[config.mk]
export PLATFORM = sky130hd
export DESIGN_NAME = fault_dispatch_unit
export DESIGN_NICKNAME = d
export VERILOG_FILES = /design/src/common/fault_dispatch_pkg.sv /design/src/rtl/fault_classify.sv /design/src/rtl/fault_dispatch_unit.sv
export VERILOG_INCLUDE_DIRS = /design/src /design/src/common
export SDC_FILE = /design/constraint.sdc
export NUM_CORES = 1
export LEC_CHECK = 0
export ABC_CLOCK_PERIOD_IN_PS = 2470
export BUFFER_PORTS_ARGS = -buffer_cell sky130_fd_sc_hd__buf_2
export CELL_PAD_IN_SITES_DETAIL_PLACEMENT = 0
export CELL_PAD_IN_SITES_GLOBAL_PLACEMENT = 1
export CORE_MARGIN = 2
export CORE_UTILIZATION = 35
export DETAILED_ROUTE_END_ITERATION = 8
export GPL_TIMING_DRIVEN = 0
export PLACE_DENSITY = 0.88
export SETUP_SLACK_MARGIN = 0.02
export SLEW_MARGIN = 20
export SYNTH_ARGS = -nofsm -noshare
export SYNTH_HDL_FRONTEND = slang
export SYNTH_SLANG_ARGS = --single-unit
export TNS_END_PERCENT = 100
[constraint.sdc]
create_clock -name ref_clk -period 2.47 [get_ports ref_clk]
set_clock_uncertainty 0.15 [all_clocks]
set_input_delay 0.247 -clock ref_clk [delete_from_list [all_inputs] [get_ports ref_clk]]
set_output_delay 0.247 -clock ref_clk [all_outputs]
set_load 0.02 [all_outputs]
[src/common/fault_dispatch_consts.svh]
// Constants for the fault dispatch unit.
// What this block does
// [RL1] Record fault type and subtype, then choose the handler by type alone.
// [RL2] Fault word at record offset 40: type in bits 23:16, subtype in 7:0.
// [RL3] Trace faults are type 1, subtype bits 1 through 7 per trace kind.
// [RL4] Operation faults are type 2: subtype 1 bad opcode, 4 bad operand.
// [RL5] Arithmetic faults are type 3: subtype 1 overflow, 2 zero-divide.
// [RL6] Floating faults are type 4, subtype bits 0 through 5 per condition.
// [RL7] Constraint faults are type 5: subtype 1 range, 2 bad selector.
// [RL8] Virtual-memory faults are type 6: subtypes 1, 2, 3 for table entries.
// [RL9] Protection faults are type 7: subtype 1 segment length, 2 page rights.
// [RL10] Machine bad access is type 8/1; structural is type 9 subtypes 1-3.
// [RL11] Type fault 0xA/1-2, time slice 0xC/1, descriptor 0xD/1, event 0xE/1.
// [RL12] Bit-coded types report all simultaneous subtype bits in one record.
// [RL13] A fault while running indexes the fault table and calls the handler.
// [RL14] Handler call is local, procedure-table, supervisor or trace-table call.
// [RL15] Save state, push fault record, maybe resumption record, then start handler.
// [RL16] Faults inside interrupt or fault handlers use the same call path.
// [RL17] Faults are detected while running, in handlers, and while idle.
// [RL18] Fault during record storing is an override: store both, call override handler.
// [RL19] On override handler return, re-raise the primary fault normally.
// [RL20] Fault while storing override records escalates to system-error interrupt.
// [RL21] System error saves all three faults in control block, vector 248, no return.
// [RL22] Fault during system-error generation halts after capturing the last fault.
// [RL23] Entry word bits 1:0: 00 local call, 10 procedure-table call via word two.
// [RL24] Nesting level none/override/system-error, set at storing, cleared at handler start.
`ifndef FAULT_DISPATCH_CONSTS_SVH
`define FAULT_DISPATCH_CONSTS_SVH
`define FT_TRACE 8'h01
`define FT_OPER 8'h02
`define FT_ARITH 8'h03
`define FT_FLOAT 8'h04
`define FT_CONSTR 8'h05
`define FT_VMEM 8'h06
`define FT_PROT 8'h07
`define FT_MACH 8'h08
`define FT_STRUCT 8'h09
`define FT_TYPE 8'h0A
`define FT_PROC 8'h0C
`define FT_DESC 8'h0D
`define FT_EVENT 8'h0E
`define FT_OVERRIDE 8'h00
`define REC_WORD_OFS 8'h28
`define REC_TYPE_LSB 16
`define REC_SUB_LSB 0
`define SYSERR_VECTOR 8'hF8
`define ENTRY_LOCAL 2'h0
`define ENTRY_PROC 2'h2
`define ENTRY_WORD_BYTES 32'h00000008
`define STORE_WORDS 4'h4
`endif

[src/common/fault_dispatch_pkg.sv]
// Types shared by the fault dispatch unit.
package fault_dispatch_pkg;
  typedef enum logic [1:0] {NEST_NONE, NEST_OVERRIDE, NEST_SYSERR} nest_e;
  typedef enum logic [1:0] {CALL_LOCAL, CALL_PROC_LOCAL, CALL_SUPER, CALL_TRACE} call_e;
  // Raw fault conditions from the datapath, one bit per subtype.
  typedef struct packed {
    logic [6:0] trace;     // Instruction .. breakpoint.
    logic [1:0] oper;      // Opcode, operand.
    logic [1:0] arith;     // Overflow, zero-divide.
    logic [5:0] fpu;       // Overflow .. reserved encoding.
    logic [1:0] constr;    // Range, selector.
    logic [2:0] vmem;      // Segment, page dir, page table entry.
    logic [1:0] prot;      // Segment length, page rights.
    logic mach;
    logic [2:0] structural; // Control, dispatch, message.
    logic [1:0] typ;       // Mismatch, contents.
    logic time_slice;
    logic desc;
    logic event_notice;
  } fault_cond_s;
  typedef struct packed {
    logic [7:0] ftype;
    logic [7:0] subtype;
  } fault_code_s;
  // Fault-table entry as fetched from memory.
  typedef struct packed {
    logic [31:0] word0;
    logic [31:0] word1;
  } table_entry_s;
endpackage

[src/rtl/fault_classify.sv]
// Priority classifier that turns raw fault conditions into a type and subtype.
`timescale 1ns/1ns
`default_nettype none
`include "fault_dispatch_consts.svh"
module fault_classify
  import fault_dispatch_pkg::*;
(
  input wire fault_cond_s cond,
  output logic any,
  output fault_code_s code
);
  // One fault is reported; bit-coded types carry every simultaneous bit.
  always_comb begin
    any = 1'b1;
    code = '0;
    // [RL3] Trace bit coding.
    if (|cond.trace) begin
      code = '{`FT_TRACE, {cond.trace, 1'b0}};
    // [RL4] Operation codes.
    end else if (|cond.oper) begin
      code = '{`FT_OPER, cond.oper[0] ? 8'h01 : 8'h04};
    // [RL5] Arithmetic codes.
    end else if (|cond.arith) begin
      code = '{`FT_ARITH, cond.arith[0] ? 8'h01 : 8'h02};
    // [RL6] Floating bit coding.
    end else if (|cond.fpu) begin
      code = '{`FT_FLOAT, {2'h0, cond.fpu}};
    // [RL7] Constraint codes.
    end else if (|cond.constr) begin
      code = '{`FT_CONSTR, cond.constr[0] ? 8'h01 : 8'h02};
    // [RL8] Virtual memory codes.
    end else if (|cond.vmem) begin
      code = '{`FT_VMEM, cond.vmem[0] ? 8'h01 : (cond.vmem[1] ? 8'h02 : 8'h03)};
    // [RL9] Protection with both bits, [RL12] group reporting.
    end else if (|cond.prot) begin
      code = '{`FT_PROT, {6'h00, cond.prot}};
    // [RL10] Machine and structural codes.
    end else if (cond.mach) begin
      code = '{`FT_MACH, 8'h01};
    end else if (|cond.structural) begin
      code = '{`FT_STRUCT, cond.structural[0] ? 8'h01 :
               (cond.structural[1] ? 8'h02 : 8'h03)};
    // [RL11] Type, process, descriptor, event codes.
    end else if (|cond.typ) begin
      code = '{`FT_TYPE, cond.typ[0] ? 8'h01 : 8'h02};
    end else if (cond.time_slice) begin
      code = '{`FT_PROC, 8'h01};
    end else if (cond.desc) begin
      code = '{`FT_DESC, 8'h01};
    end else if (cond.event_notice) begin
      code = '{`FT_EVENT, 8'h01};
    end else begin
      any = 1'b0;
    end
  end
endmodule
`default_nettype wire

[src/rtl/fault_dispatch_unit.sv]
// Fault dispatch: classify, store records, call handlers, escalate nested faults.
`timescale 1ns/1ns
`default_nettype none
`include "fault_dispatch_consts.svh"
module fault_dispatch_unit
  import fault_dispatch_pkg::*;
#(
  parameter int ADDR_W = 32
) (
  input wire logic ref_clk,
  input wire logic resetn,
  input wire fault_cond_s cond,          // From datapath, same clock.
  input wire logic partial_instr,        // Faulting instruction is half done.
  input wire logic idle,                 // Core is between processes.
  input wire logic [ADDR_W-1:0] table_base,
  output logic tbl_req,                  // Fetch fault-table entry.
  output logic [ADDR_W-1:0] tbl_addr,
  input wire logic tbl_ack,
  input wire table_entry_s tbl_entry,
  output logic store_req,                // Push one record word.
  output logic [7:0] store_ofs,
  output logic [31:0] store_data,
  output logic store_to_ctl_block,       // Target is the processor_control_block.
  input wire logic store_ack,
  output logic call_valid,               // Start handler.
  output call_e call_kind,
  output logic [31:0] call_target,
  output logic [31:0] call_selector,
  input wire logic handler_started,      // First handler instruction issued.
  input wire logic override_return,      // Override handler returned.
  output logic syserr_valid,
  output logic [7:0] syserr_vector,
  output logic stopped,
  output nest_e nest
);
  typedef enum logic [2:0] {S_IDLE, S_STORE, S_FETCH, S_CALL, S_WAIT, S_SYSERR, S_HALT} st_e;
  st_e st;
  logic any;
  fault_code_s code;
  fault_code_s primary;
  fault_code_s secondary;
  fault_code_s third;
  logic resume;
  logic [3:0] word_cnt;
  logic [31:0] fault_word;

  fault_classify fault_classify_i (
    .cond(cond),
    .any(any),
    .code(code)
  );

  // [RL2] Record word layout.
  assign fault_word = {8'h00, code.ftype, 8'h00, code.subtype};

  // Records go to the handler's stack, or to the control block on system error.
  always_comb begin
    store_ofs = `REC_WORD_OFS;
    store_data = {8'h00, primary.ftype, 8'h00, primary.subtype};
    if (word_cnt == 4'h1) begin
      store_data = {8'h00, secondary.ftype, 8'h00, secondary.subtype};
    end else if (word_cnt == 4'h2) begin
      store_data = {8'h00, third.ftype, 8'h00, third.subtype};
    end else if (word_cnt == 4'h3) begin
      store_data = {31'h0, resume};
    end
  end
  assign store_req = (st == S_STORE);
  assign store_to_ctl_block = (nest == NEST_SYSERR);
  assign tbl_req = (st == S_FETCH);
  assign syserr_vector = `SYSERR_VECTOR;

  // [RL13] Table index by type; override uses entry zero.
  always_comb begin
    tbl_addr = table_base + ADDR_W'(primary.ftype) * ADDR_W'(`ENTRY_WORD_BYTES);
    if (nest == NEST_OVERRIDE) begin
      tbl_addr = table_base;
    end
  end

  // Main sequencer.
  // [RL17] Idle or busy, detection is on in every state but S_HALT; idle escalates.
  always_ff @(posedge ref_clk or negedge resetn) begin
    if (!resetn) begin
      st <= S_IDLE;
      nest <= NEST_NONE;
      primary <= '0;
      secondary <= '0;
      third <= '0;
      resume <= 1'b0;
      word_cnt <= '0;
      call_valid <= 1'b0;
      call_kind <= CALL_LOCAL;
      call_target <= '0;
      call_selector <= '0;
      syserr_valid <= 1'b0;
      stopped <= 1'b0;
    end else begin
      call_valid <= 1'b0;
      syserr_valid <= 1'b0;
      case (st)
        S_IDLE: begin
          if (any) begin
            // [RL1] Capture the code first.
            primary <= code;
            resume <= partial_instr;
            word_cnt <= '0;
            // [RL24] Nesting set on storing.
            nest <= idle ? NEST_SYSERR : NEST_NONE;
            st <= S_STORE;
          end else if (override_return) begin
            // [RL19] Refault on primary.
            nest <= NEST_NONE;
            word_cnt <= '0;
            st <= S_STORE;
          end
        end
        S_STORE, S_FETCH, S_CALL, S_WAIT: begin
          if (any && nest == NEST_NONE) begin
            // [RL18] Override entry.
            secondary <= code;
            nest <= NEST_OVERRIDE;
            word_cnt <= '0;
            st <= S_STORE;
          end else if (any && nest == NEST_OVERRIDE) begin
            // [RL20] Second override escalates.
            third <= code;
            nest <= NEST_SYSERR;
            word_cnt <= '0;
            st <= S_STORE;
          end else if (any && nest == NEST_SYSERR) begin
            // [RL22] Halt, keep the last fault.
            third <= code;
            stopped <= 1'b1;
            st <= S_HALT;
          end else begin
            case (st)
              S_STORE: begin
                // [RL15] Push record words, resumption last.
                if (store_ack) begin
                  word_cnt <= word_cnt + 4'h1;
                  if (word_cnt == `STORE_WORDS - 4'h1) begin
                    st <= (nest == NEST_SYSERR) ? S_SYSERR : S_FETCH;
                  end
                end
              end
              S_FETCH: begin
                if (tbl_ack) begin
                  // [RL23] Entry type decode; [RL14] four call forms.
                  call_target <= {tbl_entry.word0[31:2], 2'b00};
                  call_selector <= tbl_entry.word1;
                  if (tbl_entry.word0[1:0] == `ENTRY_LOCAL) begin
                    call_kind <= CALL_LOCAL;
                  end else if (primary.ftype == `FT_TRACE) begin
                    call_kind <= CALL_TRACE;
                  end else if (tbl_entry.word0[31:2] == 30'h0) begin
                    call_kind <= CALL_SUPER;
                  end else begin
                    call_kind <= CALL_PROC_LOCAL;
                  end
                  st <= S_CALL;
                end
              end
              S_CALL: begin
                // [RL16] Same call regardless of context.
                call_valid <= 1'b1;
                st <= S_WAIT;
              end
              default: begin
                // [RL24] Cleared when handler starts.
                // The level drops here so that nest reads none while S_IDLE waits for the next fault.
                if (handler_started) begin
                  nest <= NEST_NONE;
                  st <= S_IDLE;
                end
              end
            endcase
          end
        end
        S_SYSERR: begin
          // [RL21] Dispatch vector, no return path.
          if (any) begin
            third <= code;
            stopped <= 1'b1;
            st <= S_HALT;
          end else begin
            syserr_valid <= 1'b1;
            st <= S_HALT;
          end
        end
        S_HALT: begin
          stopped <= stopped;
        end
        default: begin
          st <= S_IDLE;
        end
      endcase
    end
  end

  // Assertions.
  AST_CALL_AFTER_STORE: assert property (@(posedge ref_clk) disable iff (!resetn) // [RL15]
    call_valid |-> $past(st) == S_CALL) else $error("call without fetch");
  AST_WORD_LAYOUT: assert property (@(posedge ref_clk) disable iff (!resetn) // [RL2]
    fault_word[23:16] == code.ftype && fault_word[7:0] == code.subtype)
    else $error("fault word layout wrong");
  AST_OVERRIDE: assert property (@(posedge ref_clk) disable iff (!resetn) // [RL18]
    (st == S_STORE && any && nest == NEST_NONE) |=> nest == NEST_OVERRIDE)
    else $error("override not entered");
  AST_ESCALATE: assert property (@(posedge ref_clk) disable iff (!resetn) // [RL20]
    (st == S_STORE && any && nest == NEST_OVERRIDE) |=> nest == NEST_SYSERR)
    else $error("no escalation");
  AST_SYSERR_VEC: assert property (@(posedge ref_clk) disable iff (!resetn) // [RL21]
    syserr_valid |-> syserr_vector == `SYSERR_VECTOR && $past(st) == S_SYSERR)
    else $error("bad vector");
  AST_HALT: assert property (@(posedge ref_clk) disable iff (!resetn) // [RL22]
    (st == S_STORE && any && nest == NEST_SYSERR) |=> stopped ##1 stopped)
    else $error("no halt");
  AST_TABLE_INDEX: assert property (@(posedge ref_clk) disable iff (!resetn) // [RL13]
    (tbl_req && nest == NEST_NONE) |-> tbl_addr == table_base +
      ADDR_W'(primary.ftype) * ADDR_W'(`ENTRY_WORD_BYTES)) else $error("bad table index");
  // The nesting level is back to none once the chosen handler has started.
  AST_NEST_CLEAR: assert property (@(posedge ref_clk) disable iff (!resetn) // [RL24]
    (st == S_WAIT && handler_started && !any) |=> nest == NEST_NONE && st == S_IDLE)
    else $error("nesting level not cleared");
  AST_LOCAL_CALL: assert property (@(posedge ref_clk) disable iff (!resetn) // [RL23]
    (tbl_req && tbl_ack && tbl_entry.word0[1:0] == 2'b00) |=> call_kind == CALL_LOCAL
    ##1 call_valid) else $error("local entry misdecoded");
  AST_CLASSIFY_FP: assert property (@(posedge ref_clk) disable iff (!resetn) // [RL6]
    (any && code.ftype == 8'h04) |-> code.subtype[5:0] == cond.fpu)
    else $error("floating subtype bits lost");
endmodule
`default_nettype wire

; ---- After elaboration in Yosys (flattened, before gate mapping)
; Cells that the tools add are included.
[word_totals]
elab_cells = 164
output_inout_bits = 154
ff_bits = 125
in_bits = 137
[classes]
mux = 87
bitwise = 4
eq_ne = 27
n_reduce_logical = 28
add_sub_neg = 2
[op_table]
columns = operator, count
row1 = 2-to-1 mux 16 bit, 16
row2 = 2-to-1 mux 32 bit, 2
row3 = 2-to-1 mux 24 bit, 2
row4 = 2-to-1 mux 3 bit, 11
row5 = adder 32 x 11 -> 32 bit, 1
row6 = one-hot mux 16 bit (2 select lines), 1
row7 = logical NOT 30 bit, 1
row8 = 2-to-1 mux 2 bit, 14
row9 = 2-to-1 mux 4 bit, 7
row10 = 2-to-1 mux 1 bit, 26
row11 = "!= test 4 bit, second input constant", 5
row12 = "!= test 6 bit, second input constant", 3
row13 = 2-to-1 mux 8 bit, 2
row14 = AND reduction 5 bit, 3
row15 = 2-to-1 mux 12 bit, 1
row16 = one-hot mux 3 bit (4 select lines), 1
row17 = AND reduction 6 bit, 2
row18 = OR reduction 2 bit, 5
row19 = "equality test 3 bit, second input constant", 3
row20 = one-hot mux 3 bit (3 select lines), 1
row21 = OR reduction 3 bit, 3
row22 = "equality test 4 x 2 -> 1 bit, second input constant", 2
row23 = "equality test 8 x 1 -> 1 bit, second input constant", 1
row24 = "!= test 2 bit, second input constant", 4
row25 = 21 further kinds, 31

; ---- Depth between registers and ports, before layout
[logic_depth]
word_depth = 18
depth_mapped = 9
mapped_depth_nobuf = 9

; ---- Hierarchy
; A second synthesis with hierarchy kept.
[unflattened]
cells_unflattened = 675
hier_area_um2 = 7113.1
[modules_own_cells]
columns = mod, seq_area_each_um2, instances, cells_per_inst, area_per_inst_um2
row1 = fault_dispatch_unit, 3128.0, 1, 600, 6681.4
row2 = fault_classify, 0.0, 1, 75, 431.7

; ---- Worst setup path after synthesis
; Ideal clock, no wire load.
[synth_timing]
path_type = flip-flop to output port
startpoint = register primary[8] in the netlist's numbering
endpoint = output tbl_addr[25]
arrival_time_ps = 2141
n_path_buf = 0
required_ps = 2073
slack_ps = -68
stages_incl_launch_ff = 10
path_cell_list = dfrtp_1 > ha_1 > inv_1 > fa_1 > inv_1 > a21o_1 > a21oi_1 > nor3_1 > nand3_1 > xnor2_1
[synth_between]
elab_chain_len = 2
[synth_lines]
columns = item, line_no
row1 = start: declaration, fault_dispatch_unit.sv:40  ; fault_code_s primary;
row2 = start signal: assignment, fault_dispatch_unit.sv:105  ; primary <= code;
row3 = adder 32 x 11 -> 32 bit, fault_dispatch_unit.sv:75  ; tbl_addr = table_base + ADDR_W'(primary.ftype) * ADDR_W'(`ENTRY_WORD_BYTES);
row4 = 2-to-1 mux 32 bit, fault_dispatch_unit.sv:76  ; if (nest == NEST_OVERRIDE) begin
row5 = end: declaration, fault_dispatch_unit.sv:17  ; output logic [ADDR_W-1:0] tbl_addr,
; No other way between the ends.

; ---- Final worst setup path
; Ends and elaborated chain as after synthesis.

==> metrics.txt <==
CTS tree=yes; cell chain of the critical path=ha_2 -> inv_2 -> fa_2 -> inv_1 -> a21o_1 -> a21oi_4 -> nor3_2 -> buf_4 -> nand3_2 -> xnor2_2 -> buf_4; ys async rst share=100%; Die H=140 um; Hold Vio Cnt, Final=0; most numerous cell in the Yosys netlist=dfrtp_1; Main synth FF type=dfrtp_1; YS warnings=0; mapped cell area=0.00643 mm2; # DRC=0; root buffer cell=clkbuf_16; routability cong.=0.862; share of cells above drive strength 1=47.3%; metal3 WL=1500 um; total CTS buffers=17; worst setup path category=reg -> out; startpoint class of the critical path=flop; TNS Setup=-5.97 ns; Post-Route WL=20500 um; crit end category=primary output; crit-path leading delay family=adder cells; CTS H-Tree Depth=4; IO Count=291; Die ar.=0.0195 mm2; Slew Limit Headroom=34.9%; Pleak=5.13 nW; Design Area, Final=0.00996 mm2; P per Cell Area=1050 mW/mm2; nets@finish=1169; Avg Synthesized Cell Area=10.3 um2; FP Rows=49; top post-synthesis cells by area=dfrtp_1 (44%), mux2_2 (7.0%), mux2_4 (7.0%); CP arrival=2.43 ns; Initial Utilization=35.7%; Detail Route Antenna Nets=0; Worst EP required=2.07 ns; vias in the first global route=6431; I/O Buffers=249; Finished Core Util=55.3%; WL met2=10500 um; DR pass1 iterations=5; RSZ-0062 raised after global routing=yes; max_cap viols=0; failing checks=setup timing; Bufs on Longest Clock Path=2; setup violators final=26; Cell variety after synth=61; Worst-path clk slew=0.06 ns; met1 WL=8100 um; post-synth top area cell=dfrtp_1; clk sink count=113; register area share after synthesis=44.0%; global-route wire length before repair=31900 um; worst slew pin tran=0.963 ns; Clock Latency Late Sink=0.40 ns; Final WS setup=-0.357 ns; GRT overflow=0; CP max stage cell=dfrtp_1; post-synth top area share=44.0%; Gate Count Post-Synth=626; WHS=0.00540 ns; highest metal used=met4; DR vias=6311; Hold Crit Class=in -> reg; CP dominant cell by count=buf_4; n_diodes=0; core area=0.0180 mm2; Tot GR Track Use=20.2%; Crit path largest cell delay=0.38 ns; Yosys reg bits=113; sum of buffers and inverters on the critical path=4; antenna violations before repair=0; Slew Viols, Final=0; Post-synth top cells=dfrtp_1 (113), nand2_1 (59), nor2_1 (47); Layout area overhead=54.9%; Tmin final=2.83 ns; Via density=4.99; Wirelength per Cell=16.2 um; Post-synth EDFFs=0; Critical Path Fanout Max=5; Worst VDD drop=0.000587 V; Total Power=10.4 mW; Die Span X=140 um; largest net degree at the start of global routing=61; First DRT Iteration DRCs=293; placed cell areas=0.00817 mm2; FMAX=0.354 GHz; hpwl dp=14000 um; outcome=finished, violations left; fin crit share=114%
## state kept, by name, indices dropped and copies added, names as in the netlist
name           count
primary           12
call_kind          2
call_valid         1
secondary         12
resume             1
call_target       30
st                 3
nest               2
call_selector     32
third             12
word_cnt           4
stopped            1
syserr_valid       1
## worst min-delay path: stages
cell	delay [ns]
buf_2	0.09
nor2_1	0.07
o21ai_0	0.13
## cells by family after synthesis
| family | synth area share (%) |
|---|---|
| AO/OA/AOI/OAI | 12.2 |
| XOR/XNOR | 3.68 |
| adder cells (fa/ha/maj) | 1.67 |
| buffers and inverters | 7.62 |
| flip-flops | 44.0 |
| multiplexers | 15.4 |
| other | 0.117 |
| AND/OR/NAND/NOR | 15.4 |
## routing by layer
metal	GRT usage, %	vias to the layer above
li1	-	2962
met1	23.4	3032
met2	35.4	284
met3	5.47	33
met4	8.42	0
met5	0	-
## final cells by class
cell class | count | area [um2]
clock inverters | 9 | 83.8
flip-flops and latches | 113 | 2830
clock buffers | 21 | 480
multi-input cells | 472 | 3530
inverters | 14 | 52.6
well taps | 229 | 287
repair buffers | 344 | 2240
fillers | 1579 | 8060
plain buffers | 62 | 460
## repair_timing
| item | CTS | global route |
|---|---|---|
| setup buffers | 17 | 6 |
| hold buffers | 70 | 0 |
| gates resized for setup | 63 | 44 |
| endpoints found under the setup margin | 136 | 105 |
| endpoints found under the hold margin | 126 | 0 |
| gates cloned | 1 | 0 |
| pin swaps | 23 | 17 |
## cell usage in the layout, fill, tap and decap left out, drive strengths merged, types with 4 or more instances in the layout
cell type and count:
a21o 6, a21oi 37, a22oi 11, and3 10, buf 327, clkbuf 30, clkinv 4, clkinvlp 4
conb 38, dfrtp 113, dlygate4sd3 70, ha 7, inv 14, mux2 76, nand2 59, nand2b 5
nand3 12, nand4 4, nor2 47, nor2b 5, nor3 15, nor3b 4, nor4 12, nor4b 4
o21ai 40, o31ai 7, xnor2 14, xor2 13
## report_power, final
part           internal [mW]  switching, mW
logic                   2.12           2.85
registers               2.65          0.477
clock network           1.47          0.868
total                   6.23           4.19
## final timing paths
path / startpoint / endpoint / slack [ns] / cells past startpoint
setup / recovery: primary[8]$_DFFE_PN0P_ / tbl_addr[25] / -0.36 / 11
min in group asynchronous: resetn / call_selector[10]$_DFFE_PN0P_ / 0.20 / 2
hold reg to reg: primary[4]$_DFFE_PN0P_ / primary[4]$_DFFE_PN0P_ / 0.33 / 2
setup reg to reg: st[0]$_DFFE_PN0P_ / st[0]$_DFFE_PN0P_ / 0.08 / 7
hold / removal: cond[27] / third[2]$_DFFE_PN0P_ / 0.005 / 3
max in group asynchronous: resetn / nest[0]$_DFFE_PN0P_ / 1.25 / 3
## stage by stage
stage | setup WS, ns | cells
floorplan | 0.0366 | 662
global placement | -0.741 | 1140
detailed placement | -0.743 | 1141
CTS | -0.329 | 1258
global route | -0.461 | 1264
finish | -0.357 | 1264
Power figures use the tool's default switching activity.
